==> config.mk <==
export PLATFORM = sky130hd
export DESIGN_NAME = pnv_host_ctrl
export DESIGN_NICKNAME = d
export VERILOG_FILES = /design/src/hw/pnv_pkg.sv /design/src/hw/pnv_host_ctrl.sv
export SDC_FILE = /design/constraint.sdc
export NUM_CORES = 1
export LEC_CHECK = 0
export ABC_AREA = 0
export BUFFER_PORTS_ARGS = -buffer_cell sky130_fd_sc_hd__buf_2
export CAP_MARGIN = 10
export CORE_UTILIZATION = 40
export CTS_BUF_LIST = sky130_fd_sc_hd__clkbuf_4 sky130_fd_sc_hd__clkbuf_8 sky130_fd_sc_hd__clkbuf_16
export CTS_CLUSTER_SIZE = 40
export DETAILED_ROUTE_END_ITERATION = 6
export PLACE_DENSITY = 0.7
export SKIP_CTS_REPAIR_TIMING = 1
export SYNTH_ARGS = -nofsm -noshare
export SYNTH_HDL_FRONTEND = slang
export SYNTH_SLANG_ARGS = --single-unit
==> constraint.sdc <==
create_clock -name clk_i -period 5.1 [get_ports clk_i]
set_input_delay 0.255 -clock clk_i [delete_from_list [all_inputs] [get_ports clk_i]]
set_output_delay 0.255 -clock clk_i [all_outputs]
set_load 0.05 [all_outputs]
==> src/hw/pnv_pkg.sv <==
package pnv_pkg;
  localparam int CLK_MHZ = 10;
  localparam int ADDR_W = 17;
  localparam int DATA_W = 16;
  localparam int PROT_W = 8;
  localparam int CNT_W = 16;
  localparam int SYNC_CYCLES = 2;
  localparam int PROT_STEPS = 10;
  localparam int PROT_FIRST_WR = 6;
  localparam int PROT_CPL_WR = 7;
  localparam int PROT_LAST_WR = 8;
  localparam int PROT_LAST_STEP = 9;
  // Default times in ns
  localparam int ADDRESS_ACCESS_TIME_NS = 60;
  localparam int PRECHARGE_MIN_TIME_NS = 100;
  localparam int SLEEP_EXIT_DELAY_NS = 1000;
  // Register byte offsets
  localparam logic [7:0] REG_CMD = 8'h00;
  localparam logic [7:0] REG_ADDR = 8'h04;
  localparam logic [7:0] REG_WDATA = 8'h08;
  localparam logic [7:0] REG_BYTESEL = 8'h0C;
  localparam logic [7:0] REG_RDATA = 8'h10;
  localparam logic [7:0] REG_STATUS = 8'h14;
  // Commands
  localparam logic [2:0] CMD_READ = 3'h1;
  localparam logic [2:0] CMD_WRITE = 3'h2;
  localparam logic [2:0] CMD_PROTECT = 3'h3;
  localparam logic [2:0] CMD_SLEEP = 3'h4;
  localparam logic [2:0] CMD_WAKE = 3'h5;
  // Status bit positions
  localparam int ST_BUSY = 0;
  localparam int ST_ASLEEP = 1;
  localparam int ST_REFUSED = 2;
  localparam logic [1:0] BYTESEL_RESET = 2'h3;

  typedef enum {S_IDLE, S_SELECT, S_READ_WAIT, S_WRITE_LOW, S_WRITE_END, S_PRECHARGE, S_SLEEP, S_WAKE}
    pnv_state_type;

  // Least time rounded up to whole cycles, at least one
  function automatic int min_cycles(input int ns);
    int c;
    c = (ns * CLK_MHZ + 999) / 1000;
    return (c < 1) ? 1 : c;
  endfunction

  function automatic logic [ADDR_W-1:0] prot_addr(input logic [3:0] step);
    case (step)
      4'h0: prot_addr = 17'h12555;
      4'h1: prot_addr = 17'h1DAAA;
      4'h2: prot_addr = 17'h01333;
      4'h3: prot_addr = 17'h0ECCC;
      4'h4: prot_addr = 17'h000FF;
      4'h5: prot_addr = 17'h1FF00;
      4'h6: prot_addr = 17'h1DAAA;
      4'h7: prot_addr = 17'h0ECCC;
      4'h8: prot_addr = 17'h0FF00;
      default: prot_addr = 17'h00000;
    endcase
  endfunction
endpackage

==> src/hw/pnv_host_ctrl.sv <==
// Local design decisions: the strobed register port and the register addresses.
`timescale 1ns/100ps
module pnv_host_ctrl #(
  parameter int ACCESS_NS = pnv_pkg::ADDRESS_ACCESS_TIME_NS,
  parameter int PRECHARGE_NS = pnv_pkg::PRECHARGE_MIN_TIME_NS,
  parameter int SLEEP_EXIT_NS = pnv_pkg::SLEEP_EXIT_DELAY_NS
) (
  // Clock and reset
  input wire logic clk_i,
  input wire logic rst_n_i,
  // Register port
  input wire logic [7:0] reg_addr_i,
  input wire logic [31:0] reg_wdata_i,
  input wire logic reg_wr_i,
  input wire logic reg_rd_i,
  output logic [31:0] reg_rdata_o,
  // Memory pins
  output logic [pnv_pkg::ADDR_W-1:0] mem_addr_o,
  output logic chip_sel_n_o,
  output logic write_strobe_n_o,
  output logic output_drive_n_o,
  output logic upper_byte_sel_n_o,
  output logic lower_byte_sel_n_o,
  output logic sleep_request_n_o,
  // Data bus, three signals of the two-way pin
  input wire logic [pnv_pkg::DATA_W-1:0] data_bus_i,
  output logic [pnv_pkg::DATA_W-1:0] data_bus_o,
  output logic data_bus_oe_o
);
  localparam logic [pnv_pkg::CNT_W-1:0] ACC_CYC = pnv_pkg::CNT_W'(pnv_pkg::min_cycles(ACCESS_NS));
  localparam logic [pnv_pkg::CNT_W-1:0] RD_CYC = pnv_pkg::CNT_W'(pnv_pkg::min_cycles(ACCESS_NS)
    + pnv_pkg::SYNC_CYCLES);
  localparam logic [pnv_pkg::CNT_W-1:0] PC_CYC = pnv_pkg::CNT_W'(pnv_pkg::min_cycles(PRECHARGE_NS));
  localparam logic [pnv_pkg::CNT_W-1:0] ZZ_CYC = pnv_pkg::CNT_W'(pnv_pkg::min_cycles(SLEEP_EXIT_NS));
  localparam logic [pnv_pkg::CNT_W-1:0] CNT_ONE = 16'h0001;

  pnv_pkg::pnv_state_type state_reg, state_next;
  logic [pnv_pkg::CNT_W-1:0] cnt_reg, cnt_next;
  logic [3:0] step_reg, step_next;
  logic prot_mode_reg, prot_mode_next;
  logic is_write_reg, is_write_next;
  logic [pnv_pkg::ADDR_W-1:0] addr_cfg_reg, addr_cfg_next;
  logic [pnv_pkg::DATA_W-1:0] wdata_reg, wdata_next;
  logic [1:0] bytesel_reg, bytesel_next;
  logic [pnv_pkg::DATA_W-1:0] rdata_reg, rdata_next;
  logic refused_reg, refused_next;
  logic [31:0] rd_out_reg, rd_out_next;
  logic [pnv_pkg::ADDR_W-1:0] pin_addr_reg, pin_addr_next;
  logic ce_n_reg, ce_n_next;
  logic we_n_reg, we_n_next;
  logic oe_n_reg, oe_n_next;
  logic zz_n_reg, zz_n_next;
  logic [pnv_pkg::DATA_W-1:0] dout_reg, dout_next;
  logic doe_reg, doe_next;
  logic [pnv_pkg::DATA_W-1:0] sync1_reg, sync2_reg;
  logic cmd_go;
  logic [2:0] cmd;
  logic cnt_done;
  assign cmd_go = reg_wr_i && (reg_addr_i == pnv_pkg::REG_CMD);
  assign cmd = reg_wdata_i[2:0];
  assign cnt_done = (cnt_reg == CNT_ONE);
  // Data word for a given step of the protection sequence
  function automatic logic [pnv_pkg::DATA_W-1:0] prot_data(input logic [3:0] step,
                                                          input logic [pnv_pkg::PROT_W-1:0] pbyte);
    if (step == 4'(pnv_pkg::PROT_FIRST_WR)) return {{(pnv_pkg::DATA_W-pnv_pkg::PROT_W){1'b0}}, pbyte};
    if (step == 4'(pnv_pkg::PROT_CPL_WR)) return {{(pnv_pkg::DATA_W-pnv_pkg::PROT_W){1'b0}}, ~pbyte};
    return '0;
  endfunction

  function automatic logic prot_is_write(input logic [3:0] step);
    prot_is_write = (step >= 4'(pnv_pkg::PROT_FIRST_WR)) && (step <= 4'(pnv_pkg::PROT_LAST_WR));
  endfunction

  // Pins are asynchronous to us: two flops before use
  always_ff @(posedge clk_i) begin
    if (!rst_n_i) begin
      sync1_reg <= '0;
      sync2_reg <= '0;
    end else begin
      sync1_reg <= data_bus_i;
      sync2_reg <= sync1_reg;
    end
  end

  always_comb begin
    state_next = state_reg;
    cnt_next = cnt_reg;
    step_next = step_reg;
    prot_mode_next = prot_mode_reg;
    is_write_next = is_write_reg;
    addr_cfg_next = addr_cfg_reg;
    wdata_next = wdata_reg;
    bytesel_next = bytesel_reg;
    rdata_next = rdata_reg;
    refused_next = refused_reg;
    pin_addr_next = pin_addr_reg;
    ce_n_next = ce_n_reg;
    we_n_next = we_n_reg;
    oe_n_next = oe_n_reg;
    zz_n_next = zz_n_reg;
    dout_next = dout_reg;
    doe_next = doe_reg;
    rd_out_next = 32'h00000000;
    if (reg_wr_i && reg_addr_i == pnv_pkg::REG_ADDR) addr_cfg_next = reg_wdata_i[pnv_pkg::ADDR_W-1:0];
    if (reg_wr_i && reg_addr_i == pnv_pkg::REG_WDATA) wdata_next = reg_wdata_i[pnv_pkg::DATA_W-1:0];
    if (reg_wr_i && reg_addr_i == pnv_pkg::REG_BYTESEL) bytesel_next = reg_wdata_i[1:0];
    if (reg_rd_i) begin
      unique case (reg_addr_i)
        pnv_pkg::REG_ADDR: rd_out_next = 32'(addr_cfg_reg);
        pnv_pkg::REG_WDATA: rd_out_next = 32'(wdata_reg);
        pnv_pkg::REG_BYTESEL: rd_out_next = 32'(bytesel_reg);
        pnv_pkg::REG_RDATA: rd_out_next = 32'(rdata_reg);
        pnv_pkg::REG_STATUS: rd_out_next = 32'({refused_reg, (state_reg == pnv_pkg::S_SLEEP),
                                                 (state_reg != pnv_pkg::S_IDLE && state_reg != pnv_pkg::S_SLEEP)});
        default: rd_out_next = 32'h00000000;
      endcase
      // Reading status clears the refused flag
      if (reg_addr_i == pnv_pkg::REG_STATUS) refused_next = 1'b0;
    end
    unique case (state_reg)
      pnv_pkg::S_IDLE: begin
        if (cmd_go) begin
          if (cmd == pnv_pkg::CMD_READ || cmd == pnv_pkg::CMD_WRITE) begin
            prot_mode_next = 1'b0;
            is_write_next = (cmd == pnv_pkg::CMD_WRITE);
            pin_addr_next = addr_cfg_reg;
            dout_next = wdata_reg;
            state_next = pnv_pkg::S_SELECT;
          end else if (cmd == pnv_pkg::CMD_PROTECT) begin
            prot_mode_next = 1'b1;
            step_next = 4'h0;
            is_write_next = 1'b0;
            pin_addr_next = pnv_pkg::prot_addr(4'h0);
            state_next = pnv_pkg::S_SELECT;
          end else if (cmd == pnv_pkg::CMD_SLEEP) begin
            zz_n_next = 1'b0;
            state_next = pnv_pkg::S_SLEEP;
          end else begin
            refused_next = 1'b1;
          end
        end
      end
      pnv_pkg::S_SELECT: begin
        // Select falls first with write strobe high; a write strobe only follows a cycle later
        ce_n_next = 1'b0;
        oe_n_next = is_write_reg;
        if (!is_write_reg) begin
          cnt_next = RD_CYC;
          state_next = pnv_pkg::S_READ_WAIT;
        end else if (!ce_n_reg) begin
          we_n_next = 1'b0;
          doe_next = 1'b1;
          cnt_next = ACC_CYC;
          state_next = pnv_pkg::S_WRITE_LOW;
        end
      end
      pnv_pkg::S_READ_WAIT: begin
        if (cnt_done) begin
          rdata_next = sync2_reg;
          ce_n_next = 1'b1;
          oe_n_next = 1'b1;
          cnt_next = PC_CYC;
          state_next = pnv_pkg::S_PRECHARGE;
        end else begin
          cnt_next = cnt_reg - CNT_ONE;
        end
      end
      pnv_pkg::S_WRITE_LOW: begin
        if (cnt_done) begin
          we_n_next = 1'b1;
          state_next = pnv_pkg::S_WRITE_END;
        end else begin
          cnt_next = cnt_reg - CNT_ONE;
        end
      end
      pnv_pkg::S_WRITE_END: begin
        // Data held one cycle past the strobe rise, then select rises
        ce_n_next = 1'b1;
        doe_next = 1'b0;
        cnt_next = PC_CYC;
        state_next = pnv_pkg::S_PRECHARGE;
      end
      pnv_pkg::S_PRECHARGE: begin
        if (cnt_done) begin
          if (prot_mode_reg && step_reg != 4'(pnv_pkg::PROT_LAST_STEP)) begin
            step_next = step_reg + 4'h1;
            pin_addr_next = pnv_pkg::prot_addr(step_reg + 4'h1);
            is_write_next = prot_is_write(step_reg + 4'h1);
            dout_next = prot_data(step_reg + 4'h1, wdata_reg[pnv_pkg::PROT_W-1:0]);
            state_next = pnv_pkg::S_SELECT;
          end else begin
            prot_mode_next = 1'b0;
            state_next = pnv_pkg::S_IDLE;
          end
        end else begin
          cnt_next = cnt_reg - CNT_ONE;
        end
      end
      pnv_pkg::S_SLEEP: begin
        if (cmd_go) begin
          if (cmd == pnv_pkg::CMD_WAKE) begin
            zz_n_next = 1'b1;
            cnt_next = ZZ_CYC;
            state_next = pnv_pkg::S_WAKE;
          end else begin
            refused_next = 1'b1;
          end
        end
      end
      pnv_pkg::S_WAKE: begin
        if (cnt_done) begin
          state_next = pnv_pkg::S_IDLE;
        end else begin
          cnt_next = cnt_reg - CNT_ONE;
        end
      end
    endcase
    // Any command while busy is refused; set wins over the status-read clear
    if (cmd_go && state_reg != pnv_pkg::S_IDLE && state_reg != pnv_pkg::S_SLEEP) refused_next = 1'b1;
  end

  always_ff @(posedge clk_i) begin
    if (!rst_n_i) begin
      state_reg <= pnv_pkg::S_IDLE;
      cnt_reg <= '0;
      step_reg <= 4'h0;
      prot_mode_reg <= 1'b0;
      is_write_reg <= 1'b0;
      addr_cfg_reg <= '0;
      wdata_reg <= '0;
      bytesel_reg <= pnv_pkg::BYTESEL_RESET;
      rdata_reg <= '0;
      refused_reg <= 1'b0;
      rd_out_reg <= 32'h00000000;
      pin_addr_reg <= '0;
      ce_n_reg <= 1'b1;
      we_n_reg <= 1'b1;
      oe_n_reg <= 1'b1;
      zz_n_reg <= 1'b1;
      dout_reg <= '0;
      doe_reg <= 1'b0;
    end else begin
      state_reg <= state_next;
      cnt_reg <= cnt_next;
      step_reg <= step_next;
      prot_mode_reg <= prot_mode_next;
      is_write_reg <= is_write_next;
      addr_cfg_reg <= addr_cfg_next;
      wdata_reg <= wdata_next;
      bytesel_reg <= bytesel_next;
      rdata_reg <= rdata_next;
      refused_reg <= refused_next;
      rd_out_reg <= rd_out_next;
      pin_addr_reg <= pin_addr_next;
      ce_n_reg <= ce_n_next;
      we_n_reg <= we_n_next;
      oe_n_reg <= oe_n_next;
      zz_n_reg <= zz_n_next;
      dout_reg <= dout_next;
      doe_reg <= doe_next;
    end
  end

  assign reg_rdata_o = rd_out_reg;
  assign mem_addr_o = pin_addr_reg;
  assign chip_sel_n_o = ce_n_reg;
  assign write_strobe_n_o = we_n_reg;
  assign output_drive_n_o = oe_n_reg;
  // Byte selects held low only while selected, so protection writes reach the low byte
  assign lower_byte_sel_n_o = ce_n_reg | ~(bytesel_reg[0] | prot_mode_reg);
  assign upper_byte_sel_n_o = ce_n_reg | ~(bytesel_reg[1] & ~prot_mode_reg);
  assign sleep_request_n_o = zz_n_reg;
  assign data_bus_o = dout_reg;
  assign data_bus_oe_o = doe_reg;
endmodule

==> impl_metrics.py, run 1 <==
metrics = {
    "power_and_ir_drop": {
        "clockPowerShare_pct": 48.1,
        "p_int_mw": 2.12,
        "power.leakage_nw": 3.10,
        "swShare_pct": 22.7,
        "peakVddDrop_mv": 0.245,
        "p_seq_share_pct": 47.5,
        "switchingPower_mw": 0.620,
        "p_per_area_mw_per_mm2": 327,
        "combinationalPowerShare_pct": 4.5,
    },
    "timing": {
        "fmax_mhz": 348,
        "timing.slew.headroom_pct": 31.2,
        "fin_crit_ns": 2.87,
        "fin_hold_ws_ns": 0.0290,
        "rsz0062_at_grt": "false",
        "finalHoldViolations": 0,
        "slew_violations": 0,
        "worst_pin_slew_ns": 1.02,
        "min_period_over_period_pct": 56.3,
        "tns_ns": 0,
        "finalSetupViolCount": 0,
        "clock_skew_ns": 0.00942,
    },
    "logic_synthesis": {
        "netlist_area_mm2": 0.00728,
        "synth.distinct_cells": 79,
        "async_flop_share_pct": 0,
        "ys_seq_area_share_pct": 45.1,
        "avgSynthCellArea_um2": 8.56,
        "synth-seq-cells": 164,
        "synth_area_leader_cell": "dfxtp_1",
        "yosys-top-cells-count": "164 x dfxtp_1, 144 x nand2_1, 91 x a21oi_1",
        "synth.most_common_cell": "dfxtp_1",
        "netlist_top_cells_area": "dfxtp_1 45%, nand2_1 7.4%, a21oi_1 6.3%, o21ai_0 3.2%, and2_1 3.1%",
        "synth_edf_count": 0,
        "synth_ff_type": "dfxtp_1",
        "yosys_warnings": 0,
        "synth_top_area_share_pct": 45.1,
        "synth_cells": 850,
    },
    "clock_tree": {
        "clock_latency_ns": 0.44,
        "cts.clk_slew.worst_paths_ns": 0.06,
        "cts_tree": "built",
        "htreeDepth": 4,
        "cts_made_buffers": 17,
        "clkSinkCount": 164,
        "clockBufferDepth": 2,
        "cts-root-buf": "clkbuf_16",
    },
    "floorplan": {
        "core_mm2": 0.0175,
        "rows": 48,
        "chipWidth_um": 137,
        "die_area_mm2": 0.0187,
        "io_pins": 132,
        "initial_core_util_pct": 41.5,
        "die-height_um": 137,
    },
    "placement": {
        "dp_cells": 1119,
        "gp_congestion": 0.891,
        "place.port_buffers": 101,
        "dp_hpwl_um": 13500,
    },
    "min_path": {
        "hp-class": "input port to flip-flop",
        "whs_path_depth": 2,
    },
    "critical_path": {
        "ff2ff_path_depth": 5,
        "cpPeakStageDelay_ns": 0.83,
        "crit_cells": 5,
        "path_cells": "and3b_1, nand3_1, o32ai_2, nand2_1, o21ba_2",
        "cpMaxStageDelayCell": "dfxtp_1",
        "arrival_ns": 3.20,
        "cp-start-kind": "flip-flop",
        "path_buf_inv": 0,
        "path_max_fanout": 24,
        "path_delay_family": "simple AND/OR/NAND/NOR gates",
        "cp_data_required_time_ns": 5.43,
        "crit_type": "flip-flop to flip-flop",
        "crit_path_end_kind": "flip-flop",
    },
    "grt": {
        "grt_first_pass_wirelength_um": 30800,
        "grt_max_degree": 62,
        "grt_pass1_vias": 5645,
        "grt_use_met1_pct": 31.2,
        "grtUsageMet2_pct": 31.2,
        "antenna_found_initial": 0,
        "busiest_layer": "met2",
        "grtUsageMet3_pct": 4.41,
        "track_usage_pct": 21.4,
        "grt-ovfl-total": 0,
    },
    "outcome": {
        "status": "finished, final reports clean",
    },
    "routing": {
        "post_drt_via_cell_ratio": 5.67,
        "wl_per_cell_um": 17.2,
        "num_vias": 6536,
        "drc_errors": 0,
        "drt-initial-drc-count": 812,
        "dr.pass1.iters": 6,
        "wirelength_um": 19800,
        "drtAntennaViolNets": 0,
    },
    "finish": {
        "nets": 981,
        "syn2layout_area_growth_pct": 15.0,
        "nFillCells": 1729,
        "layout-drive-gt1-share_pct": 18.1,
        "finalNonFillerCells": 1152,
        "final_core_util_pct": 47.7,
    },
    "flow_run": {
        "drv_cap": 0,
    },
}
cell families after synthesis:
| group | synth area share, % |
|---|---|
| AO/OA/AOI/OAI | 22.2 |
| XOR/XNOR | 0.705 |
| adder cells (fa/ha/maj) | 1.38 |
| buffers and inverters | 5.83 |
| flip-flops | 45.1 |
| multiplexers | 1.94 |
| other | 0.0515 |
| AND/OR/NAND/NOR | 22.8 |
power groups by stage:
stage	Sequential [mW]	Combinational, mW	Clock [mW]
2_1_floorplan	1.33	0.0907	0
3_3_place_gp	1.33	0.120	0
3_5_place_dp	1.33	0.120	0
4_1_cts	1.30	0.121	1.32
5_1_grt	1.30	0.131	1.39
6_report	1.30	0.122	1.31
per-stage QoR:
| stage | instance area (um^2) | power (mW) | worst slack (ns) |
|---|---|---|---|
| finish | 8370 | 2.74 | 2.23 |
| global route | 8360 | 2.82 | 1.86 |
| CTS | 8360 | 2.74 | 2.26 |
| detailed placement | 7760 | 1.45 | 2.28 |
| global placement | 7760 | 1.45 | 2.28 |
| floorplan | 7330 | 1.42 | 3.04 |
layout by cell type (no fill, tap or decap), types with 4 or more instances in the layout:
| cell type | instances |
|---|---|
| ha_1 | 8 |
| a21oi_1 | 91 |
| mux2i_1 | 13 |
| a222oi_1 | 16 |
| a21boi_0 | 4 |
| nor3b_1 | 5 |
| a32o_1 | 8 |
| conb_1 | 15 |
| nor2b_1 | 9 |
| buf_2 | 101 |
| a211oi_1 | 14 |
| dfxtp_1 | 164 |
| nand4_1 | 5 |
| nor4_1 | 8 |
| o211ai_1 | 5 |
| inv_1 | 10 |
| buf_4 | 4 |
| o31ai_1 | 4 |
| nand3_1 | 18 |
| nand2_1 | 144 |
| or3_1 | 7 |
| nor3_1 | 11 |
| nand3b_1 | 4 |
| nand2b_1 | 7 |
| o21ai_0 | 47 |
| nor2_1 | 46 |
| and3_1 | 5 |
| and2_1 | 36 |
| a31oi_1 | 16 |
| clkbuf_16 | 17 |
area by class of cell:
| cell class | instances | area (um^2) | share of cell area (%) |
|---|---|---|---|
| tap | 225 | 282 | 3.36 |
| clock buffer | 20 | 448 | 5.35 |
| timing repair buffer | 105 | 536 | 6.40 |
| multi-input combinational | 614 | 3620 | 43.3 |
| inverter | 11 | 41.3 | 0.493 |
| clock inverter | 12 | 154 | 1.84 |
| sequential | 164 | 3280 | 39.2 |
| antenna | 1 | 2.50 | 0.0299 |
worst paths after layout:
| check | from | endpoint | slack (ns) |
|---|---|---|---|
| min | data_bus_i[3] | sync1_reg[3] | 0.03 |
| max reg2reg | state_reg[0] | mem_addr_o[13] | 2.23 |
| min reg2reg | sync1_reg[11] | sync2_reg[11] | 0.43 |
| max | state_reg[0] | mem_addr_o[13] | 2.23 |
worst register-to-register path: stages (launching register included):
cell and delay, ns:
dfxtp_1 0.83, and3b_1 0.55, nand3_1 0.34, o32ai_2 0.73, nand2_1 0.11, o21ba_2 0.22
routing by layer:
metal | routed length (um) | up-vias | share of wire, %
li1 | - | 3141 | -
met1 | 9140 | 3083 | 46
met2 | 8760 | 287 | 44
met3 | 1580 | 25 | 8.0
met4 | 352 | 0 | 1.8
met5 | 0 | - | 0
(Power assumes the default switching activity.)
==> inputs of run 2 (changes only) <==
--- a/config.mk
+++ b/config.mk
@@ -12,7 +12,7 @@
 export CTS_BUF_LIST = sky130_fd_sc_hd__clkbuf_4 sky130_fd_sc_hd__clkbuf_8 sky130_fd_sc_hd__clkbuf_16
 export CTS_CLUSTER_SIZE = 40
 export DETAILED_ROUTE_END_ITERATION = 6
-export PLACE_DENSITY = 0.7
+export PLACE_DENSITY = 0.72
 export SKIP_CTS_REPAIR_TIMING = 1
 export SYNTH_ARGS = -nofsm -noshare
 export SYNTH_HDL_FRONTEND = slang
==> constraint.sdc (replaced) <==
create_clock -name clk_i -period 2.3 [get_ports clk_i]
set_input_delay 0.115 -clock clk_i [delete_from_list [all_inputs] [get_ports clk_i]]
set_output_delay 0.115 -clock clk_i [all_outputs]
set_load 0.05 [all_outputs]
==> run 2 against run 1 <==
  * The flow now finishes with violations (design-rule violations)
  * Register-to-register slack worse by 2.1 ns
  * Sequential cell count unchanged
  * Hold slack gained 0.0016 ns
  * Wire length increased by 3.8%
  * Clock skew fell by 0.0027 ns
  * Combinational power increased to 2.7 times the previous value
  * Non-clock buffer count up 79
  * Count of clock-buffer cells in the layout down 3
  * Cell count increased by 6.9%
  * Critical endpoint unchanged
==> impl_metrics.py, run 2 (synthesized netlist as in run 1, its figures left out) <==
metrics = {
    "routing": {
        "num_vias": 6809,
        "dr.pass1.iters": 7,
        "drtAntennaViolNets": 0,
        "drc_errors": 8,
        "wl_per_cell_um": 16.7,
        "drt-initial-drc-count": 805,
        "wirelength_um": 20600,
        "post_drt_via_cell_ratio": 5.53,
    },
    "outcome": {
        "status": "finished with violations",
        "violations": "design-rule violations",
    },
    "grt": {
        "grt_max_degree": 35,
        "track_usage_pct": 22.1,
        "grt-ovfl-total": 0,
        "grt_pass1_vias": 6085,
        "antenna_found_initial": 2,
        "grt_first_pass_wirelength_um": 31900,
    },
    "timing": {
        "rsz0062_at_grt": "false",
        "fin_hold_ws_ns": 0.0306,
        "slew_violations": 0,
        "clock_skew_ns": 0.00674,
        "fin_crit_ns": 2.16,
        "timing.slew.headroom_pct": 53.9,
        "finalSetupViolCount": 0,
        "tns_ns": 0,
        "finalHoldViolations": 0,
        "fmax_mhz": 464,
        "min_period_over_period_pct": 93.8,
        "worst_pin_slew_ns": 0.692,
    },
    "clock_tree": {
        "clockBufferDepth": 2,
        "clkSinkCount": 164,
        "htreeDepth": 4,
        "cts.clk_slew.worst_paths_ns": 0.07,
        "cts_made_buffers": 17,
        "clock_latency_ns": 0.44,
        "cts-root-buf": "clkbuf_16",
        "cts_tree": "built",
    },
    "floorplan": {
        "initial_core_util_pct": 41.5,
        "rows": 48,
        "die_area_mm2": 0.0187,
        "die-height_um": 137,
        "core_mm2": 0.0175,
        "chipWidth_um": 137,
        "io_pins": 132,
    },
    "min_path": {
        "hp-class": "input port to flip-flop",
    },
    "finish": {
        "syn2layout_area_growth_pct": 24.8,
        "nFillCells": 1611,
        "layout-drive-gt1-share_pct": 21.8,
        "nets": 1060,
        "final_common_cell": "dfxtp_1",
        "mostFrequentLayoutCells": "163 x dfxtp_1, 144 x nand2_1, 101 x buf_2, 91 x a21oi_1, 51 x buf_4",
    },
    "critical_path": {
        "arrival_ns": 2.49,
        "path_delay_family": "simple AND/OR/NAND/NOR gates",
        "crit_type": "flip-flop to flip-flop",
        "path_buf_inv": 2,
        "path_max_fanout": 12,
        "cp-start-kind": "flip-flop",
        "cp_data_required_time_ns": 2.63,
        "path_cells": "inv_1, ha_1, nand3b_1, nand3_1, o32ai_2, buf_4, nand2_1, o21ba_2",
        "cpPeakStageDelay_ns": 0.44,
        "crit_path_end_kind": "flip-flop",
        "cpMaxStageDelayCell": "dfxtp_1",
    },
    "flow_run": {
        "drv_cap": 0,
    },
    "placement": {
        "dp_hpwl_um": 14400,
        "gp_congestion": 0.904,
        "place.port_buffers": 101,
    },
    "power_and_ir_drop": {
        "p_per_area_mw_per_mm2": 667,
        "power.leakage_nw": 3.48,
        "peakVddDrop_mv": 0.495,
    },
}
## run 2: cell types whose count changed in the layout (fill, tap and decap cells not counted), moves of 2 or more
cell           before  now
buf_12              0    2
buf_4               4   51
bufinv_16           3    0
clkbuf_4            3    0
clkinv_2            3    0
clkinv_8            0    5
clkinvlp_4          3    1
dlygate4sd3_1       0   30
inv_8               0    5
## run 2: final cells by class
cell class | instances | area (um^2) | area share, %
inverters | 11 | 41.3 | 0.455
clock buffers | 17 | 425 | 4.69
diodes | 1 | 2.50 | 0.0276
repair buffers | 184 | 1230 | 13.5
clock inverters | 15 | 180 | 1.98
flip-flops and latches | 164 | 3280 | 36.2
multi-input cells | 614 | 3630 | 40.0
well taps | 225 | 282 | 3.10
## run 2: through the flow
step                      utilization [%]  total power, mW  cells  cell area (um^2)  setup slack [ns]
after detailed placement             46.5             3.22   1168              8160             0.155
after floorplan                         -             3.14    864              7330             0.239
final                                51.8             6.05   1231              9080             0.143
after global routing                 51.8             6.24   1230              9080            0.0121
after global placement               46.5             3.22   1168              8160             0.200
after CTS                            50.0             6.05   1200              8760             0.118
## run 2: path summary, 6_finish.rpt
check	from	to	slack [ns]	cells after the start
worst max-delay path	step_reg[1]	mem_addr_o[13]	0.14	8
worst min-delay path	reg_wdata_i[0]	wdata_reg[0]	0.03	3
worst max register to register	step_reg[1]	mem_addr_o[13]	0.14	8
worst min register to register	sync1_reg[14]	sync2_reg[14]	0.43	1
## run 2: report_power, final
group          internal (mW)  switching (mW)  leakage [nW]
Sequential              2.87         0.00861          1.33
Clock                   1.47            1.38         0.292
Combinational          0.119           0.205          1.86
Total                   4.46            1.59          3.48
## run 2: layer usage
metal,up-vias,track usage [%],part of all wire [%]
met4,2,8.85,2.3
li1,3302,-,-
met3,39,5.48,7.5
met2,326,32.7,45
met5,-,0,0.039
met1,3140,30.6,45
## run 2: worst register-to-register path: cells and delay by family (launching register included)
family,cells,cell delay (ns)
AOI/OAI and AO/OA,2,0.51
adders and majority gates,1,0.26
buffers and inverters,2,0.32
DFF,1,0.44
and+or+nand+nor,3,0.52
==> inputs of run 3 (changes only) <==
--- a/config.mk
+++ b/config.mk
@@ -5,7 +5,7 @@
 export SDC_FILE = /design/constraint.sdc
 export NUM_CORES = 1
 export LEC_CHECK = 0
-export ABC_AREA = 0
+export ABC_AREA = 1
 export BUFFER_PORTS_ARGS = -buffer_cell sky130_fd_sc_hd__buf_2
 export CAP_MARGIN = 10
 export CORE_UTILIZATION = 40
==> run 3 against run 2 <==
  * Total power rose by 53%
  * Clock skew is 0.0042 ns higher
  * Critical path depth rose by 3
  * The run ends with negative hold slack left
  * Critical endpoint is now mem_addr_o[0]
  * Setup slack gained 0.064 ns
  * Combinational power grew to 9.9 times the previous value
  * Largest cell class unchanged
  * Critical path type unchanged
  * Count of clock-buffer cells in the layout stayed put
  * Sequential share of layout area down 0.068 points
  * Wire length down 3.3%
==> impl_metrics.py, run 3 <==
metrics = {
    "power_and_ir_drop": {
        "p_per_area_mw_per_mm2": 1020,
        "peakVddDrop_mv": 0.604,
        "power.leakage_nw": 4.29,
    },
    "timing": {
        "fmax_mhz": 478,
        "fin_crit_ns": 2.09,
        "worst_pin_slew_ns": 0.692,
        "finalSetupViolCount": 0,
        "timing.slew.headroom_pct": 53.9,
        "clock_skew_ns": 0.0110,
        "fin_hold_ws_ns": -0.0282,
        "tns_ns": 0,
        "rsz0062_at_grt": "false",
        "finalHoldViolations": 5,
        "min_period_over_period_pct": 91.0,
        "slew_violations": 0,
    },
    "clock_tree": {
        "cts.clk_slew.worst_paths_ns": 0.07,
        "htreeDepth": 4,
        "clockBufferDepth": 2,
        "clkSinkCount": 164,
        "cts_made_buffers": 17,
        "cts_tree": "built",
        "clock_latency_ns": 0.44,
        "cts-root-buf": "clkbuf_16",
    },
    "routing": {
        "post_drt_via_cell_ratio": 4.98,
        "wirelength_um": 19900,
        "drtAntennaViolNets": 0,
        "num_vias": 7268,
        "wl_per_cell_um": 13.6,
        "drc_errors": 0,
        "dr.pass1.iters": 5,
        "drt-initial-drc-count": 630,
    },
    "logic_synthesis": {
        "synth_cells": 1093,
        "synth_ff_type": "dfxtp_1",
        "synth_top_area_share_pct": 43.3,
        "synth_area_leader_cell": "dfxtp_1",
        "synth.distinct_cells": 44,
        "yosys_warnings": 0,
        "async_flop_share_pct": 0,
        "yosys-top-cells-count": "222 x nand2_1, 200 x nor2_1, 164 x dfxtp_1",
        "avgSynthCellArea_um2": 6.93,
        "netlist_top_cells_area": "dfxtp_1 43%, nand2_1 11%, nor2_1 9.9%, inv_1 6.1%, o21ai_0 5.0%",
        "netlist_area_mm2": 0.00757,
        "synth-seq-cells": 164,
        "synth_edf_count": 0,
        "synth.most_common_cell": "nand2_1",
        "ys_seq_area_share_pct": 43.3,
    },
    "finish": {
        "nFillCells": 1830,
        "syn2layout_area_growth_pct": 20.0,
        "regArea_mm2": 0.00328,
        "finalNonFillerCells": 1460,
        "mostFrequentLayoutCells": "222 x nand2_1, 200 x nor2_1, 164 x dfxtp_1, 123 x inv_1, 101 x buf_2",
        "nets": 1284,
        "final_common_cell": "nand2_1",
        "multi_input_area_mm2": 0.00356,
        "final_core_util_pct": 49.8,
        "layout-drive-gt1-share_pct": 15.5,
    },
    "critical_path": {
        "crit_type": "flip-flop to flip-flop",
        "reg2reg_from": "step_reg[1]",
        "critical_path.startpoint": "step_reg[1]",
        "cp_data_required_time_ns": 2.62,
        "crit_end": "mem_addr_o[0]",
        "r2r_slack_ns": 0.21,
        "ff2ff_path_depth": 11,
        "arrival_ns": 2.42,
        "cp-start-kind": "flip-flop",
        "timing.rr.end": "mem_addr_o[0]",
        "crit_path_end_kind": "flip-flop",
        "path_max_fanout": 18,
    },
    "grt": {
        "antenna_found_initial": 2,
        "grt_first_pass_wirelength_um": 31800,
        "track_usage_pct": 20.8,
        "grt_max_degree": 77,
        "grt-ovfl-total": 0,
        "grt_pass1_vias": 6340,
    },
    "floorplan": {
        "die-height_um": 140,
        "rows": 49,
        "initial_core_util_pct": 41.5,
        "core_mm2": 0.0183,
        "chipWidth_um": 140,
        "die_area_mm2": 0.0195,
        "io_pins": 132,
    },
    "placement": {
        "dp_cells": 1401,
        "place.port_buffers": 101,
        "gp_congestion": 0.897,
        "dp_hpwl_um": 14000,
    },
    "min_path": {
        "hp-class": "input port to flip-flop",
    },
    "flow_run": {
        "drv_cap": 0,
    },
    "outcome": {
        "violations": "negative hold slack",
        "status": "finished with violations",
    },
}
==> run 3: area by class of cell <==
cell class	instances	share of cell area (%)
antenna	2	0.0550
clock buffer	17	4.68
clock inverter	15	1.78
inverter	132	5.48
multi-input combinational	760	39.2
sequential	164	36.1
tap	229	3.15
timing repair buffer	141	9.55
==> run 3: stage by stage <==
step	power, mW	area (um^2)	worst slack (ns)	hold slack, ns
final	9.26	9090	0.208	-0.0282
after CTS	9.23	8830	0.185	-0.160
after detailed placement	6.39	8240	0.211	0.299
after floorplan	5.78	7630	0.559	0.192
after global routing	9.85	9090	0.0237	0.000557
after global placement	6.37	8240	0.284	0.301
==> run 3: worst max-delay path, stage by stage, from the launching register on <==
cell and delay (ns):
dfxtp_1 0.46, inv_1 0.14, ha_1 0.28, nand3_1 0.12
nand2_1 0.05, inv_1 0.06, nand3_1 0.12, nand2_1 0.17
nand2_2 0.11, buf_4 0.21, o21ai_0 0.20, nor2_1 0.05
==> run 3: worst min-delay path by stage <==
stage | startpoint | to | slack (ns) | cells after the start
2_1_floorplan | reg_addr_i[4] | reg_rdata_o[16] | 0.19 | 1
3_3_place_gp | data_bus_i[13] | sync1_reg[13] | 0.30 | 3
3_5_place_dp | data_bus_i[14] | sync1_reg[14] | 0.30 | 3
4_1_cts | data_bus_i[8] | sync1_reg[8] | -0.16 | 3
5_1_grt | reg_wdata_i[16] | addr_cfg_reg[16] | 0.0006 | 3
6_report | reg_wdata_i[8] | addr_cfg_reg[8] | -0.03 | 3
==> run 3: logic make-up (layout without fill, tap and decap cells) <==
kind of cell / after synthesis / in the layout / share of synthesized area, %
xor gates and xnor gates: 3 / 3 / 0.347
DFF: 164 / 164 / 43.3
buffers and inverters: 183 / 305 / 10.4
adders and majority gates: 8 / 8 / 1.32
other: 1 / 17 / 0.0495
AOI/OAI and AO/OA: 190 / 190 / 13.6
and+or+nand+nor: 544 / 544 / 30.9
==> run 3: metal layers <==
metal	GRT usage (%)	part of all wire (%)	vias to the layer above
met3	4.37	7.2	36
met4	8.21	2.6	0
met5	0	0	-
li1	-	-	3717
met2	33.1	45	312
met1	27.4	46	3203
==> run 3: power by group <==
part           switching (mW)  internal (mW)  total, mW
Sequential              0.177           3.06       3.24
Clock                    1.34           1.45       2.80
Combinational            2.26          0.962       3.22
